===== config.mk =====
export PLATFORM = sky130hd
export DESIGN_NAME = pgl_ctrl
export DESIGN_NICKNAME = d
export VERILOG_FILES = /design/src/shared/pgl_pkg.sv /design/src/core/pgl_ctrl.sv /design/src/core/pgl_post_counter.sv
export SDC_FILE = /design/constraint.sdc
export NUM_CORES = 1
export LEC_CHECK = 0
export BUFFER_PORTS_ARGS = -buffer_cell sky130_fd_sc_hd__buf_2
export CAP_MARGIN = 30
export CORE_MARGIN = 10
export CORE_UTILIZATION = 45
export CTS_CLUSTER_SIZE = 40
export DETAILED_ROUTE_END_ITERATION = 6
export PLACE_DENSITY = 0.66
export SYNTH_ARGS = -nofsm -noshare
export SYNTH_HDL_FRONTEND = slang
export SYNTH_SLANG_ARGS = --single-unit

===== constraint.sdc =====
create_clock -name I_CLK -period 6.8 [get_ports I_CLK]
set_input_delay 1.36 -clock I_CLK [delete_from_list [all_inputs] [get_ports I_CLK]]
set_output_delay 1.36 -clock I_CLK [all_outputs]
set_load 0.02 [all_outputs]

===== src/shared/pgl_pkg.sv =====
// Shared constants for the clock output gating and lock control block
package pgl_pkg;
   // Counter field width and counts
   localparam int CNT_W = 8;
   localparam int N_CORE = 8;
   localparam int N_EXT = 4;
   localparam int N_OUT = 12;
   // Index of the external output that may drive the feedback return pin
   localparam int FB_IDX = 8;
   // Reset values of outputs and counters
   localparam logic RST_LEVEL = 1'b0;
   localparam logic [7:0] CNT_RST = 8'h00;
   // Cycles of clean phase match before raw lock is reported
   localparam logic [7:0] LOCK_SETTLE = 8'h10;
   // Relock delay after external feedback re-enable
   localparam logic [7:0] RELOCK_CYC = 8'h08;
   // Lock state machine
   typedef enum logic [2:0] {
      PGL_IDLE = 3'b001,
      PGL_ACQ = 3'b010,
      PGL_LOCK = 3'b100
   } pgl_lock_t;
endpackage


===== src/core/pgl_ctrl.sv =====
// Lock detect, enable, reset and output gating around the clock synthesizer
//
// Behaviour
// Lock asserted only with stable output in phase with reference.
// Lock may toggle at start; outside logic qualifies before use.
// Lock routed both to core and to a pin output.
// Outside logic pulses reset after loss of lock when phase matters.
// Every post counter uses separate high and low counts.
// Duty step is 50% over counter value; near-100% step refused.
// External feedback mode needs the feedback counter at exact half duty.
// Enable pin low: outputs grounded, lock lost.
// Enable pin high again: relock and resynchronize outputs.
// Reset high: counters reset, outputs cleared, lock dropped, oscillator nominal.
// Reset released: resynchronize while relocking; outputs may start fast.
// Outside logic may keep gates off until lock if overshoot matters.
// Detector gate off: oscillator holds last value, outputs keep running.
// Detector gate driven by user signal or input-lost flag.
// Every global and regional port has its own clock gate.
// Gate enable sampled on counter output falling edge, no glitches; the counter samples it every cycle of the low phase.
// Gating leaves loop counters alone; lock kept, no relock.
// External gates alike, but re-enable relocks in external feedback mode.
// Loop filter settings come from fixed discrete sets only.
// Outside qualifier counts stable lock cycles, clears at once.
// Counter drives high for high count, low for low count, repeating.
`timescale 1ns/1ps
`default_nettype none
module pgl_ctrl #(
   parameter int N_CORE = pgl_pkg::N_CORE,
   parameter int N_EXT = pgl_pkg::N_EXT,
   parameter int W = pgl_pkg::CNT_W
) (
   // Clock, reset and clock enable
   input wire logic I_CLK,
   input wire logic I_RESETN,
   input wire logic I_CE,
   // Synthesizer control pins (asynchronous)
   input wire logic I_PLL_ENABLE,
   input wire logic I_ARESET,
   input wire logic I_PFD_ENA,
   // Phase detector status from the analog loop (asynchronous)
   input wire logic I_PHASE_MATCH,
   input wire logic I_INCLK_LOST,
   // Mode
   input wire logic I_EXT_FB_MODE,
   // Post counter duty counts, global and regional then external
   input wire logic [(N_CORE+N_EXT)*W-1:0] I_HIGH_CNT,
   input wire logic [(N_CORE+N_EXT)*W-1:0] I_LOW_CNT,
   // Gate enables (asynchronous to the counters' decision point)
   input wire logic [N_CORE-1:0] I_CLK_ENA,
   input wire logic [N_EXT-1:0] I_EXT_CLK_ENA,
   // Gated clocks
   output logic [N_CORE-1:0] O_CORE_CLK,
   output logic [N_EXT-1:0] O_EXT_CLK,
   // Lock to core and to pin
   output logic O_LOCKED,
   output logic O_LOCKED_PIN,
   // Oscillator hold and nominal flags
   output logic O_VCO_HOLD,
   output logic O_VCO_NOMINAL,
   // Duty setting error (near-100% step requested)
   output logic O_DUTY_ERR
);
   localparam int N = N_CORE + N_EXT;

   logic [4:0] s1, s2;
   logic [N_CORE-1:0] ena1, ena2;
   logic [N_EXT-1:0] xena1, xena2, xena_prev;
   logic en_s, rst_s, pfd_s, match_s, lost_s;
   pgl_pkg::pgl_lock_t state;
   logic [7:0] settle;
   logic [7:0] relock;
   logic clr;
   logic [N-1:0] gclk, rclk;
   logic [N-1:0] ena_all;

   // Two-flop synchronisers for pin inputs
   always_ff @(posedge I_CLK or negedge I_RESETN) begin
      if (!I_RESETN) begin
         s1 <= 5'h00;
         s2 <= 5'h00;
         ena1 <= '0;
         ena2 <= '0;
         xena1 <= '0;
         xena2 <= '0;
      end else if (I_CE) begin
         s1 <= {I_PLL_ENABLE, I_ARESET, I_PFD_ENA, I_PHASE_MATCH, I_INCLK_LOST};
         s2 <= s1;
         ena1 <= I_CLK_ENA;
         ena2 <= ena1;
         xena1 <= I_EXT_CLK_ENA;
         xena2 <= xena1;
      end
   end
   assign {en_s, rst_s, pfd_s, match_s, lost_s} = s2;

   // Reset or disable clears counters
   assign clr = rst_s || !en_s;

   // Lock state machine; ignores the detector gate, leaves lock on match loss or lost input
   always_ff @(posedge I_CLK or negedge I_RESETN) begin
      if (!I_RESETN) begin
         state <= pgl_pkg::PGL_IDLE;
         settle <= pgl_pkg::CNT_RST;
      end else if (I_CE) begin
         case (state)
            pgl_pkg::PGL_IDLE: begin
               settle <= pgl_pkg::CNT_RST;
               // Relock once enable returns
               if (!clr) begin
                  state <= pgl_pkg::PGL_ACQ;
               end
            end
            pgl_pkg::PGL_ACQ: begin
               // Resynchronize while relocking
               if (clr) begin
                  state <= pgl_pkg::PGL_IDLE;
               end else if (!match_s || lost_s || relock != 8'h00) begin
                  settle <= pgl_pkg::CNT_RST;
               end else if (settle + 8'h01 >= pgl_pkg::LOCK_SETTLE) begin
                  state <= pgl_pkg::PGL_LOCK;
               end else begin
                  settle <= settle + 8'h01;
               end
            end
            pgl_pkg::PGL_LOCK: begin
               // Disable drops lock
               if (clr) begin
                  state <= pgl_pkg::PGL_IDLE;
               end else if (!match_s || lost_s || relock != 8'h00) begin
                  state <= pgl_pkg::PGL_ACQ;
                  settle <= pgl_pkg::CNT_RST;
               end
            end
            default: begin
               state <= pgl_pkg::PGL_IDLE;
            end
         endcase
      end
   end

   // External feedback re-enable forces relock
   always_ff @(posedge I_CLK or negedge I_RESETN) begin
      if (!I_RESETN) begin
         xena_prev <= '0;
         relock <= pgl_pkg::CNT_RST;
      end else if (I_CE) begin
         xena_prev <= xena2;
         if (I_EXT_FB_MODE && xena2[pgl_pkg::FB_IDX-N_CORE] && !xena_prev[pgl_pkg::FB_IDX-N_CORE]) begin
            relock <= pgl_pkg::RELOCK_CYC;
         end else if (relock != 8'h00) begin
            relock <= relock - 8'h01;
         end
      end
   end

   // Lock only in locked state
   // Same lock to core and pin
   always_ff @(posedge I_CLK or negedge I_RESETN) begin
      if (!I_RESETN) begin
         O_LOCKED <= 1'b0;
         O_LOCKED_PIN <= 1'b0;
         O_VCO_HOLD <= 1'b0;
         O_VCO_NOMINAL <= 1'b1;
      end else if (I_CE) begin
         O_LOCKED <= (state == pgl_pkg::PGL_LOCK) && !clr && match_s && !lost_s;
         O_LOCKED_PIN <= (state == pgl_pkg::PGL_LOCK) && !clr && match_s && !lost_s;
         // Hold control value when gated off
         O_VCO_HOLD <= !pfd_s && !clr;
         // Oscillator back to nominal
         O_VCO_NOMINAL <= clr;
      end
   end

   // Near-100% duty refused: low count zero
   function automatic logic duty_bad(input logic [W-1:0] hi, input logic [W-1:0] lo);
      duty_bad = (lo == '0) && (hi != '0);
   endfunction

   // Flag any counter with an unreachable duty step
   always_ff @(posedge I_CLK or negedge I_RESETN) begin
      if (!I_RESETN) begin
         O_DUTY_ERR <= 1'b0;
      end else if (I_CE) begin
         O_DUTY_ERR <= 1'b0;
         for (int i = 0; i < N; i++) begin
            if (duty_bad(I_HIGH_CNT[i*W +: W], I_LOW_CNT[i*W +: W])) begin
               O_DUTY_ERR <= 1'b1;
            end
         end
      end
   end

   // Gate enables never reach the lock logic, except the feedback output's in external feedback mode
   assign ena_all = {xena2, ena2};

   // Post counters with their gates
   for (genvar g = 0; g < N; g++) begin : g_cnt
      pgl_post_counter #(.W(W)) u_cnt (
         .i_clk(I_CLK),
         .i_resetn(I_RESETN),
         .i_ce(I_CE),
         .i_clr(clr),
         .i_high(I_HIGH_CNT[g*W +: W]),
         .i_low(I_LOW_CNT[g*W +: W]),
         .i_ena(ena_all[g]),
         .o_clk(gclk[g]),
         .o_raw(rclk[g])
      );
   end

   // Outputs grounded while disabled
   always_ff @(posedge I_CLK or negedge I_RESETN) begin
      if (!I_RESETN) begin
         O_CORE_CLK <= '0;
         O_EXT_CLK <= '0;
      end else if (I_CE) begin
         O_CORE_CLK <= clr ? '0 : gclk[N_CORE-1:0];
         O_EXT_CLK <= clr ? '0 : gclk[N-1:N_CORE];
      end
   end

   // Assertions
   property p_lock_needs_match;
      @(posedge I_CLK) disable iff (!I_RESETN)
      I_CE && O_LOCKED |-> $past(match_s) && !$past(lost_s);
   endproperty
   a_lock_needs_match: assert property (p_lock_needs_match) else $error("lock without phase match");

   property p_pin_equal;
      @(posedge I_CLK) disable iff (!I_RESETN)
      O_LOCKED == O_LOCKED_PIN;
   endproperty
   a_pin_equal: assert property (p_pin_equal) else $error("lock pin differs from core lock");

   property p_gate_within_raw;
      @(posedge I_CLK) disable iff (!I_RESETN)
      (gclk & ~rclk) == '0;
   endproperty
   a_gate_within_raw: assert property (p_gate_within_raw) else $error("gate made a pulse of its own");

   property p_disable_ground;
      @(posedge I_CLK) disable iff (!I_RESETN)
      I_CE && !en_s ##1 I_CE |-> O_CORE_CLK == '0 && O_EXT_CLK == '0 && !O_LOCKED;
   endproperty
   a_disable_ground: assert property (p_disable_ground) else $error("outputs not grounded when disabled");

   property p_reset_nominal;
      @(posedge I_CLK) disable iff (!I_RESETN)
      I_CE && rst_s ##1 I_CE |-> O_VCO_NOMINAL && !O_LOCKED;
   endproperty
   a_reset_nominal: assert property (p_reset_nominal) else $error("reset did not drop lock");

   property p_relock_settle;
      @(posedge I_CLK) disable iff (!I_RESETN)
      $rose(O_LOCKED) |-> $past(state) == pgl_pkg::PGL_LOCK;
   endproperty
   a_relock_settle: assert property (p_relock_settle) else $error("lock rose without settling");

   property p_hold;
      @(posedge I_CLK) disable iff (!I_RESETN)
      I_CE && !pfd_s && !clr ##1 I_CE |-> O_VCO_HOLD;
   endproperty
   a_hold: assert property (p_hold) else $error("oscillator not held");

   property p_duty_err;
      @(posedge I_CLK) disable iff (!I_RESETN)
      I_CE && I_LOW_CNT[W-1:0] == '0 && I_HIGH_CNT[W-1:0] != '0 ##1 I_CE |-> O_DUTY_ERR;
   endproperty
   a_duty_err: assert property (p_duty_err) else $error("near-full duty not flagged");

   property p_gate_kept_lock;
      @(posedge I_CLK) disable iff (!I_RESETN)
      I_CE && state == pgl_pkg::PGL_LOCK && !clr && match_s && !lost_s && relock == 8'h00 ##1 I_CE
         |-> state == pgl_pkg::PGL_LOCK;
   endproperty
   a_gate_kept_lock: assert property (p_gate_kept_lock) else $error("gating disturbed lock");

   property p_ext_relock;
      @(posedge I_CLK) disable iff (!I_RESETN)
      I_CE && I_EXT_FB_MODE && xena2[pgl_pkg::FB_IDX-N_CORE] && !xena_prev[pgl_pkg::FB_IDX-N_CORE]
         ##1 I_CE |-> relock == pgl_pkg::RELOCK_CYC;
   endproperty
   a_ext_relock: assert property (p_ext_relock) else $error("external re-enable missed relock");
endmodule
`default_nettype wire


===== src/core/pgl_post_counter.sv =====
// One post-scale counter with high/low duty counts and glitch-free gate
`timescale 1ns/1ps
`default_nettype none
module pgl_post_counter #(
   parameter int W = 8
) (
   // Clock, reset, enable
   input wire logic i_clk,
   input wire logic i_resetn,
   input wire logic i_ce,
   input wire logic i_clr,
   // Duty counts and gate enable
   input wire logic [W-1:0] i_high,
   input wire logic [W-1:0] i_low,
   input wire logic i_ena,
   // Gated output and ungated raw output
   output logic o_clk,
   output logic o_raw
);
   logic [W-1:0] cnt;
   logic phase;
   logic ena_q;

   // High then low loop
   // Separate high and low counts
   always_ff @(posedge i_clk or negedge i_resetn) begin
      if (!i_resetn) begin
         cnt <= '0;
         phase <= 1'b1;
      end else if (i_ce) begin
         if (i_clr) begin
            cnt <= '0;
            phase <= 1'b1;
         end else if (phase && cnt + W'(1) >= i_high) begin
            cnt <= '0;
            phase <= (i_low == '0);
         end else if (!phase && cnt + W'(1) >= i_low) begin
            cnt <= '0;
            phase <= (i_high != '0);
         end else begin
            cnt <= cnt + W'(1);
         end
      end
   end

   // Enable sampled every cycle while output low, taking effect at the next rising edge
   always_ff @(posedge i_clk or negedge i_resetn) begin
      if (!i_resetn) begin
         ena_q <= 1'b0;
      end else if (i_ce && (!phase || i_clr)) begin
         ena_q <= i_ena;
      end
   end

   // Per-port gate on counter output
   always_ff @(posedge i_clk or negedge i_resetn) begin
      if (!i_resetn) begin
         o_clk <= 1'b0;
         o_raw <= 1'b0;
      end else if (i_ce) begin
         o_raw <= phase && !i_clr;
         o_clk <= phase && !i_clr && (ena_q || (!phase ? i_ena : ena_q)) && ena_q;
      end
   end
endmodule
`default_nettype wire


==> flow_summary.ini, run 1 <==
[run_status]
outcome = finished clean

[setup_path]
ff2ff_path_depth = 11
worstPathRequired_ns = 7.22
critPathKind = reg -> reg
r2r_slack_ns = 3.24
max_stage_delay_ns = 0.62
critPathCapture = g_cnt[5].u_cnt.cnt[2]
crit_arrival_ns = 3.98
cp-startpoint = g_cnt[5].u_cnt.cnt[0]
crit_chain = and3_1 > nand3_1 > or2_2 > xnor2_1 > ha_1 > a22o_1 > nor4_1 > o21ai_0 > a22oi_1 > nand2_1 > o21ai_0
cp_slowest_cell = a22oi_1
path_common_cell = o21ai_0
worstReg2RegEnd = g_cnt[5].u_cnt.cnt[2]
path_max_fanout = 8
cp-end-kind = flip-flop
worstSetupStartpointType = flip-flop
regToRegStartpoint = g_cnt[5].u_cnt.cnt[0]

[route]
via_count = 12800
drt_iter0_markers = 908
wirelength_um = 39200
dr.pass1.iters = 5
vias_per_cell = 5.50
drt_drc_violations_left = 0
wire_per_inst_um = 16.8
ant_nets = 0

[layout]
drive_above_1_share_pct = 18.8
fin_nets = 2297
area_growth_pct = 16.2
final_cell_mix = buf_2, inv_1, ha_1
layout_commonest_cell = buf_2
diodes = 0

[yosys]
syn_nets = 2078
ys_seq_area_share_pct = 33.9
netlist_area_um2 = 15000
yosysUniqueCellTypes = 67
syn_inst = 1658
yosysWarnings = 0
syn_area_per_cell_um2 = 9.03
yosys_most_used_dff = dfrtp_1
ys_ff_latch = 202
synth_edf_count = 0
async_reset_ff_share_pct = 100

[sta]
fmax_mhz = 281
drv_slew = 0
relSlewSlack_pct = 36.1
fin_setup_tns_ns = 0
finalCritPeriodShare_pct = 52.4
finalSetupViolCount = 0
period_needed_ns = 3.56
rsz0062_at_grt = no
hold_ws_ns = 0.464
hold_violations = 0
worst_slew_pin_slew_ns = 0.953
finClkSkew_ns = 0.0114

[cts]
holdBufCountCts = 0
cts_inserted_buffers = 23
cts-htree-levels = 1
post-cts-setup-buffers = 0
clock_latency_ns = 0.50
clock_sinks = 202
cts_root_buf = clkbuf_16
cts.path.max_buffers = 3
cts_resized = 0
cts_tree = done
cts.clk_slew.worst_paths_ns = 0.06

[global_routing]
grt_pass1_vias = 13000
grt_max_degree = 90
grt_antenna_before_repair = 0
grt_pass1_wl_um = 64600
grt_overflow = 0
grt_usage_pct = 18.6

[power]
p_comb_share_pct = 21.0
swShare_pct = 29.0
power.density_nw_per_um2 = 196
p_int_w = 0.00242
ir_drop_uv = 127
power.share.clock_pct = 37.3
pwr-share-seq_pct = 41.7
power.net_switching_w = 0.000988
power_leakage_nw = 8.80

[place]
numPortBuffers = 229
place_congestion = 0.871
dp_hpwl_um = 30400

[job]
drv_cap = 0

[floorplanning]
die-area_um2 = 41000
rows = 66
core_area_um2 = 32700
dieHeight_um = 202
die_w_um = 202
start_util_pct = 45.8
io_pins = 230

[worst_hold_path]
min_path_type = reg -> reg
synth_stat cells, drive strengths merged (14+ instances only):
library cell	count	share of area (%)
xnor2	45	2.6
nand3	58	2.0
clkbuf	30	0.75
dfrtp	188	31
o21ai	81	2.7
a21oi	61	2.1
or4	14	0.75
xor2	31	1.8
ha	207	17
nor3	25	0.84
nand2b	36	1.5
mux2	49	3.7
nand4	24	1.0
dfstp	14	2.5
nor2	75	1.9
and3	26	1.1
nand2	159	4.0
nor4	31	1.3
inv	216	5.4
o2bb2ai	69	4.0
mux2i	19	1.3
a31oi	14	0.58
how the worst min path moves through the flow:
stage / from / to / cells past startpoint
after floorplan: s2[2] / O_VCO_HOLD / 1
after global placement: s2[2] / O_VCO_HOLD / 1
after detailed placement: s2[2] / O_VCO_HOLD / 1
after CTS: s2[2] / O_VCO_HOLD / 1
after global routing: s2[2] / O_VCO_HOLD / 1
final: s2[2] / O_VCO_HOLD / 1
sequential cells by signal, indices dropped and copies added, names as in the netlist, 3 cells and up:
name and flops:
g_cnt.u_cnt.cnt 96, g_cnt.u_cnt.ena_q 12, g_cnt.u_cnt.o_clk 12, g_cnt.u_cnt.phase 12, O_CORE_CLK 8, ena1 8, ena2 8, relock 8
settle 8, s1 5, s2 5, O_EXT_CLK 4, xena1 4, xena2 4, state 3
cell families (layout without fill, tap and decap cells):
logic type	count (synthesis)	after routing	share of synthesized area [%]
xor+xnor	76	76	4.44
fa+ha+maj	207	207	17.3
simple gates	486	486	16.1
buf+inv	258	492	6.52
compound gates	361	361	16.9
flops	202	202	33.9
mux	68	68	4.95
stage by stage:
stage | std cells | power, W | worst slack, ns | instance area, um^2 | utilization (%)
4_1_cts | 2334 | 0.00345 | 3.26 | 17400 | 53.2
3_3_place_gp | 2293 | 0.00213 | 3.25 | 16600 | 50.7
2_1_floorplan | 1658 | 0.00189 | 3.69 | 15000 | -
5_1_grt | 2334 | 0.00361 | 2.89 | 17400 | 53.2
3_5_place_dp | 2294 | 0.00216 | 3.22 | 16600 | 50.8
6_report | 2334 | 0.00341 | 3.24 | 17400 | 53.2
area by class of cell:
cell class                      instances  area [um^2]
Clock inverter                          5         75.1
Inverter                              216          813
Timing Repair Buffer                  236         1230
Tap cell                              442          553
Clock buffer                           35          711
Sequential cell                       202         5070
Multi-Input combinational cell       1198         8940
Fill cell                            3080        15300
routing by layer:
layer	global-route usage, %	vias to the layer above	routed length [um]
li1	-	6395	-
met1	24.9	6096	18000
met2	30.7	294	18400
met3	2.96	48	2080
met4	4.56	0	803
met5	0	-	0
worst max-delay path: cells and delay by family (launching register included):
family                     cells  cell delay, ns
DFF                            1            0.49
and+or+nand+nor                5            1.03
xor gates and xnor gates       1            0.35
adders and majority gates      1            0.33
AOI/OAI and AO/OA              4            1.26
power groups by stage:
stage / Combinational, W / Clock, W / Sequential, W
after detailed placement: 0.000720 / 0 / 0.00144
after global placement: 0.000693 / 0 / 0.00144
final: 0.000716 / 0.00127 / 0.00142
after floorplan: 0.000469 / 0 / 0.00142
after global routing: 0.000823 / 0.00135 / 0.00144
after CTS: 0.000724 / 0.00130 / 0.00142
Power figures use the tool's default switching activity.
==> run 2, diff against run 1 <==
ABC_AREA = 1   (was default)
PLACE_DENSITY = 0.65   (was 0.66)
clock period = 3.7 ns   (was 6.8 ns; I/O delays follow)
==> run 2 against run 1 <==
Compared with the run above: clock-buffer cell count did not move; cell count grew 22%; global-route usage rose by 0.37 points; sequential share of layout area shrank 0.98 points.
==> flow_summary.ini, run 2 <==
[run_status]
outcome = finished clean

[layout]
largest_reg_flops = 96
regMostFlops = g_cnt.u_cnt.cnt
num-fill-cells = 3425
final_cell_mix = nand2_1, inv_1, buf_2
fin_nets = 2795
layout_commonest_cell = nand2_1
stdcell_count = 2845
area_growth_pct = 15.3
drive_above_1_share_pct = 13.8

[floorplanning]
core_area_um2 = 34400
io_pins = 230
dieHeight_um = 206
die-area_um2 = 42600
start_util_pct = 45.4
die_w_um = 206
rows = 68

[yosys]
synth_top_area_cell = dfrtp_1
yosysWarnings = 0
synth.top_cell.area_share_pct = 30.1
syn_inst = 2154
yosys.area_share.adder_pct = 16.6
synth_compound_area_share_pct = 10.2
ys_ff_latch = 202
syn_nets = 2574
async_reset_ff_share_pct = 100
synth_most_common_cell = nand2_1
yosysUniqueCellTypes = 37
syn_area_per_cell_um2 = 7.25
synth_area_leaders = dfrtp_1, ha_1, nand2_1
ys_seq_area_share_pct = 32.5
yosys.area_share.simple_pct = 26.3
synth_top_family_by_area = simple AND/OR/NAND/NOR gates
muxShareOfSynthArea_pct = 0.0641
netlist_area_um2 = 15600
synth_edf_count = 0
synth.top_cells.by_count = nand2_1, inv_1, ha_1
synthXorXnorAreaFrac_pct = 3.48
yosys_most_used_dff = dfrtp_1

[sta]
fmax_mhz = 358
period_needed_ns = 2.79
hold_violations = 0
fin_setup_tns_ns = 0
drv_slew = 0
relSlewSlack_pct = 35.4
finalCritPeriodShare_pct = 75.5
finClkSkew_ns = 0.0115
worst_slew_pin_slew_ns = 0.970
finalSetupViolCount = 0
rsz0062_at_grt = no

[setup_path]
crit_chain = ha_1 > nand2_1 > nor3_1 > xor2_1 > ha_1 > nand2_1 > a21oi_1 > nor2_1 > nand3_1 > nand2_1 > nand3_1 > o21ai_0
critPathKind = reg -> reg
path_common_cell = nand2_1
worstPathRequired_ns = 4.11
max_stage_delay_ns = 0.45
worstReg2RegEnd = g_cnt[10].u_cnt.cnt[1]
r2r_slack_ns = 0.91
regToRegStartpoint = g_cnt[10].u_cnt.cnt[0]
cp-end-kind = flip-flop
cp_slowest_cell = dfrtp_1
worstSetupStartpointType = flip-flop
ff2ff_path_depth = 12
crit_arrival_ns = 3.21
path_max_fanout = 10

[place]
numPortBuffers = 229
dp_hpwl_um = 31800
place_inst = 2805
place_congestion = 0.892

[cts]
cts_inserted_buffers = 23
clock_latency_ns = 0.51
cts-htree-levels = 1
post-cts-setup-buffers = 0
cts_resized = 0
cts.path.max_buffers = 3
cts_root_buf = clkbuf_16
cts_tree = done
clock_sinks = 202
holdBufCountCts = 0
cts.clk_slew.worst_paths_ns = 0.06

[global_routing]
grt_antenna_before_repair = 0
grt_overflow = 0
grt_pass1_wl_um = 67800
grt_usage_pct = 19.0
grt_pass1_vias = 14200
grt_max_degree = 146

[route]
vias_per_cell = 5.00
wirelength_um = 40500
via_count = 14200
wire_per_inst_um = 14.3
dr.pass1.iters = 5
drt_drc_violations_left = 0
drt_iter0_markers = 698
ant_nets = 0

[worst_hold_path]
min_path_type = in -> async

[job]
drv_cap = 0

[power]
power_leakage_nw = 10.2
ir_drop_uv = 266
power.density_nw_per_um2 = 336
[run 2: cell count changes in the layout (fill, tap and decap cells not counted), moves of 20 or more]
| cell | before | now |
|---|---|---|
| o2bb2ai_1 | 69 | 0 |
| mux2_2 | 49 | 0 |
| nand2b_1 | 35 | 0 |
| o21ai_0 | 81 | 118 |
| inv_1 | 215 | 400 |
| nor3_1 | 25 | 46 |
| o22ai_1 | 6 | 58 |
| and3_1 | 26 | 0 |
| nand3_1 | 57 | 138 |
| xnor2_1 | 45 | 2 |
| nor2_1 | 74 | 95 |
| nand2_1 | 159 | 588 |
| xor2_1 | 31 | 60 |
| nor4_1 | 31 | 11 |
[run 2: cell type report]
type                       instances  area (um^2)  share of cell area [%]
timing repair buffer             237         1260                    7.01
inverter                         409         1540                    8.53
clock buffer                      35          671                    3.72
sequential                       202         5070                    28.2
tap                              455          569                    3.16
clock inverter                     4         48.8                   0.271
antenna                            1         2.50                  0.0139
multi-input combinational       1502         8840                    49.1
[run 2: worst max path at each step]
stage	startpoint	end	slack (ns)	cells past startpoint
5_1_grt	g_cnt[10].u_cnt.cnt[0]	g_cnt[10].u_cnt.cnt[6]	0.59	11
4_1_cts	g_cnt[10].u_cnt.cnt[0]	g_cnt[10].u_cnt.cnt[1]	0.87	12
2_1_floorplan	g_cnt[1].u_cnt.cnt[0]	g_cnt[1].u_cnt.cnt[3]	1.41	15
3_5_place_dp	g_cnt[10].u_cnt.cnt[0]	g_cnt[10].u_cnt.cnt[1]	0.89	12
6_report	g_cnt[10].u_cnt.cnt[0]	g_cnt[10].u_cnt.cnt[1]	0.91	12
3_3_place_gp	g_cnt[10].u_cnt.cnt[0]	g_cnt[10].u_cnt.cnt[2]	0.98	11
[run 2: report_power, final]
part           leakage, nW  switching [W]  internal (W)  total [W]
sequential            2.68       0.000144       0.00241    0.00255
clock                0.354       0.000887       0.00131    0.00220
combinational         7.12       0.000820      0.000481    0.00130
[run 2: kinds of logic (layout without fill, tap and decap cells)]
family / after synthesis / after routing
AND/OR/NAND/NOR: 951 / 951
buffers and inverters: 450 / 685
AO/OA/AOI/OAI: 281 / 281
adder cells (fa/ha/maj): 207 / 207
flip-flops: 202 / 202
XOR/XNOR: 62 / 62
multiplexers: 1 / 1
other: 0 / 1
[run 2: worst max-delay path, delay by kind of cell, from the launching register on]
| kind | cells | cell delay, ns |
|---|---|---|
| flops | 1 | 0.45 |
| fa+ha+maj | 2 | 0.52 |
| compound gates | 2 | 0.33 |
| simple gates | 7 | 1.02 |
| xor+xnor | 1 | 0.37 |
[run 2: per-layer routing]
metal  up-vias  track usage (%)  part of all wire, %
met4         0             4.14                  1.8
met1      6584             24.7                   46
met5         -                0                    0
met3        51             2.55                  4.6
li1       7355                -                    -
met2       245             32.7                   48
[run 2: through the flow]
step | setup slack, ns | power [W] | utilization, % | area [um^2] | hold slack (ns)
3_5_place_dp | 0.887 | 0.00390 | 50.3 | 17300 | 0.462
3_3_place_gp | 0.976 | 0.00385 | 50.3 | 17300 | 0.457
4_1_cts | 0.871 | 0.00614 | 52.4 | 18000 | 0.170
5_1_grt | 0.593 | 0.00646 | 52.4 | 18000 | 0.186
2_1_floorplan | 1.41 | 0.00343 | - | 15600 | 0.437
6_report | 0.906 | 0.00605 | 52.4 | 18000 | 0.166
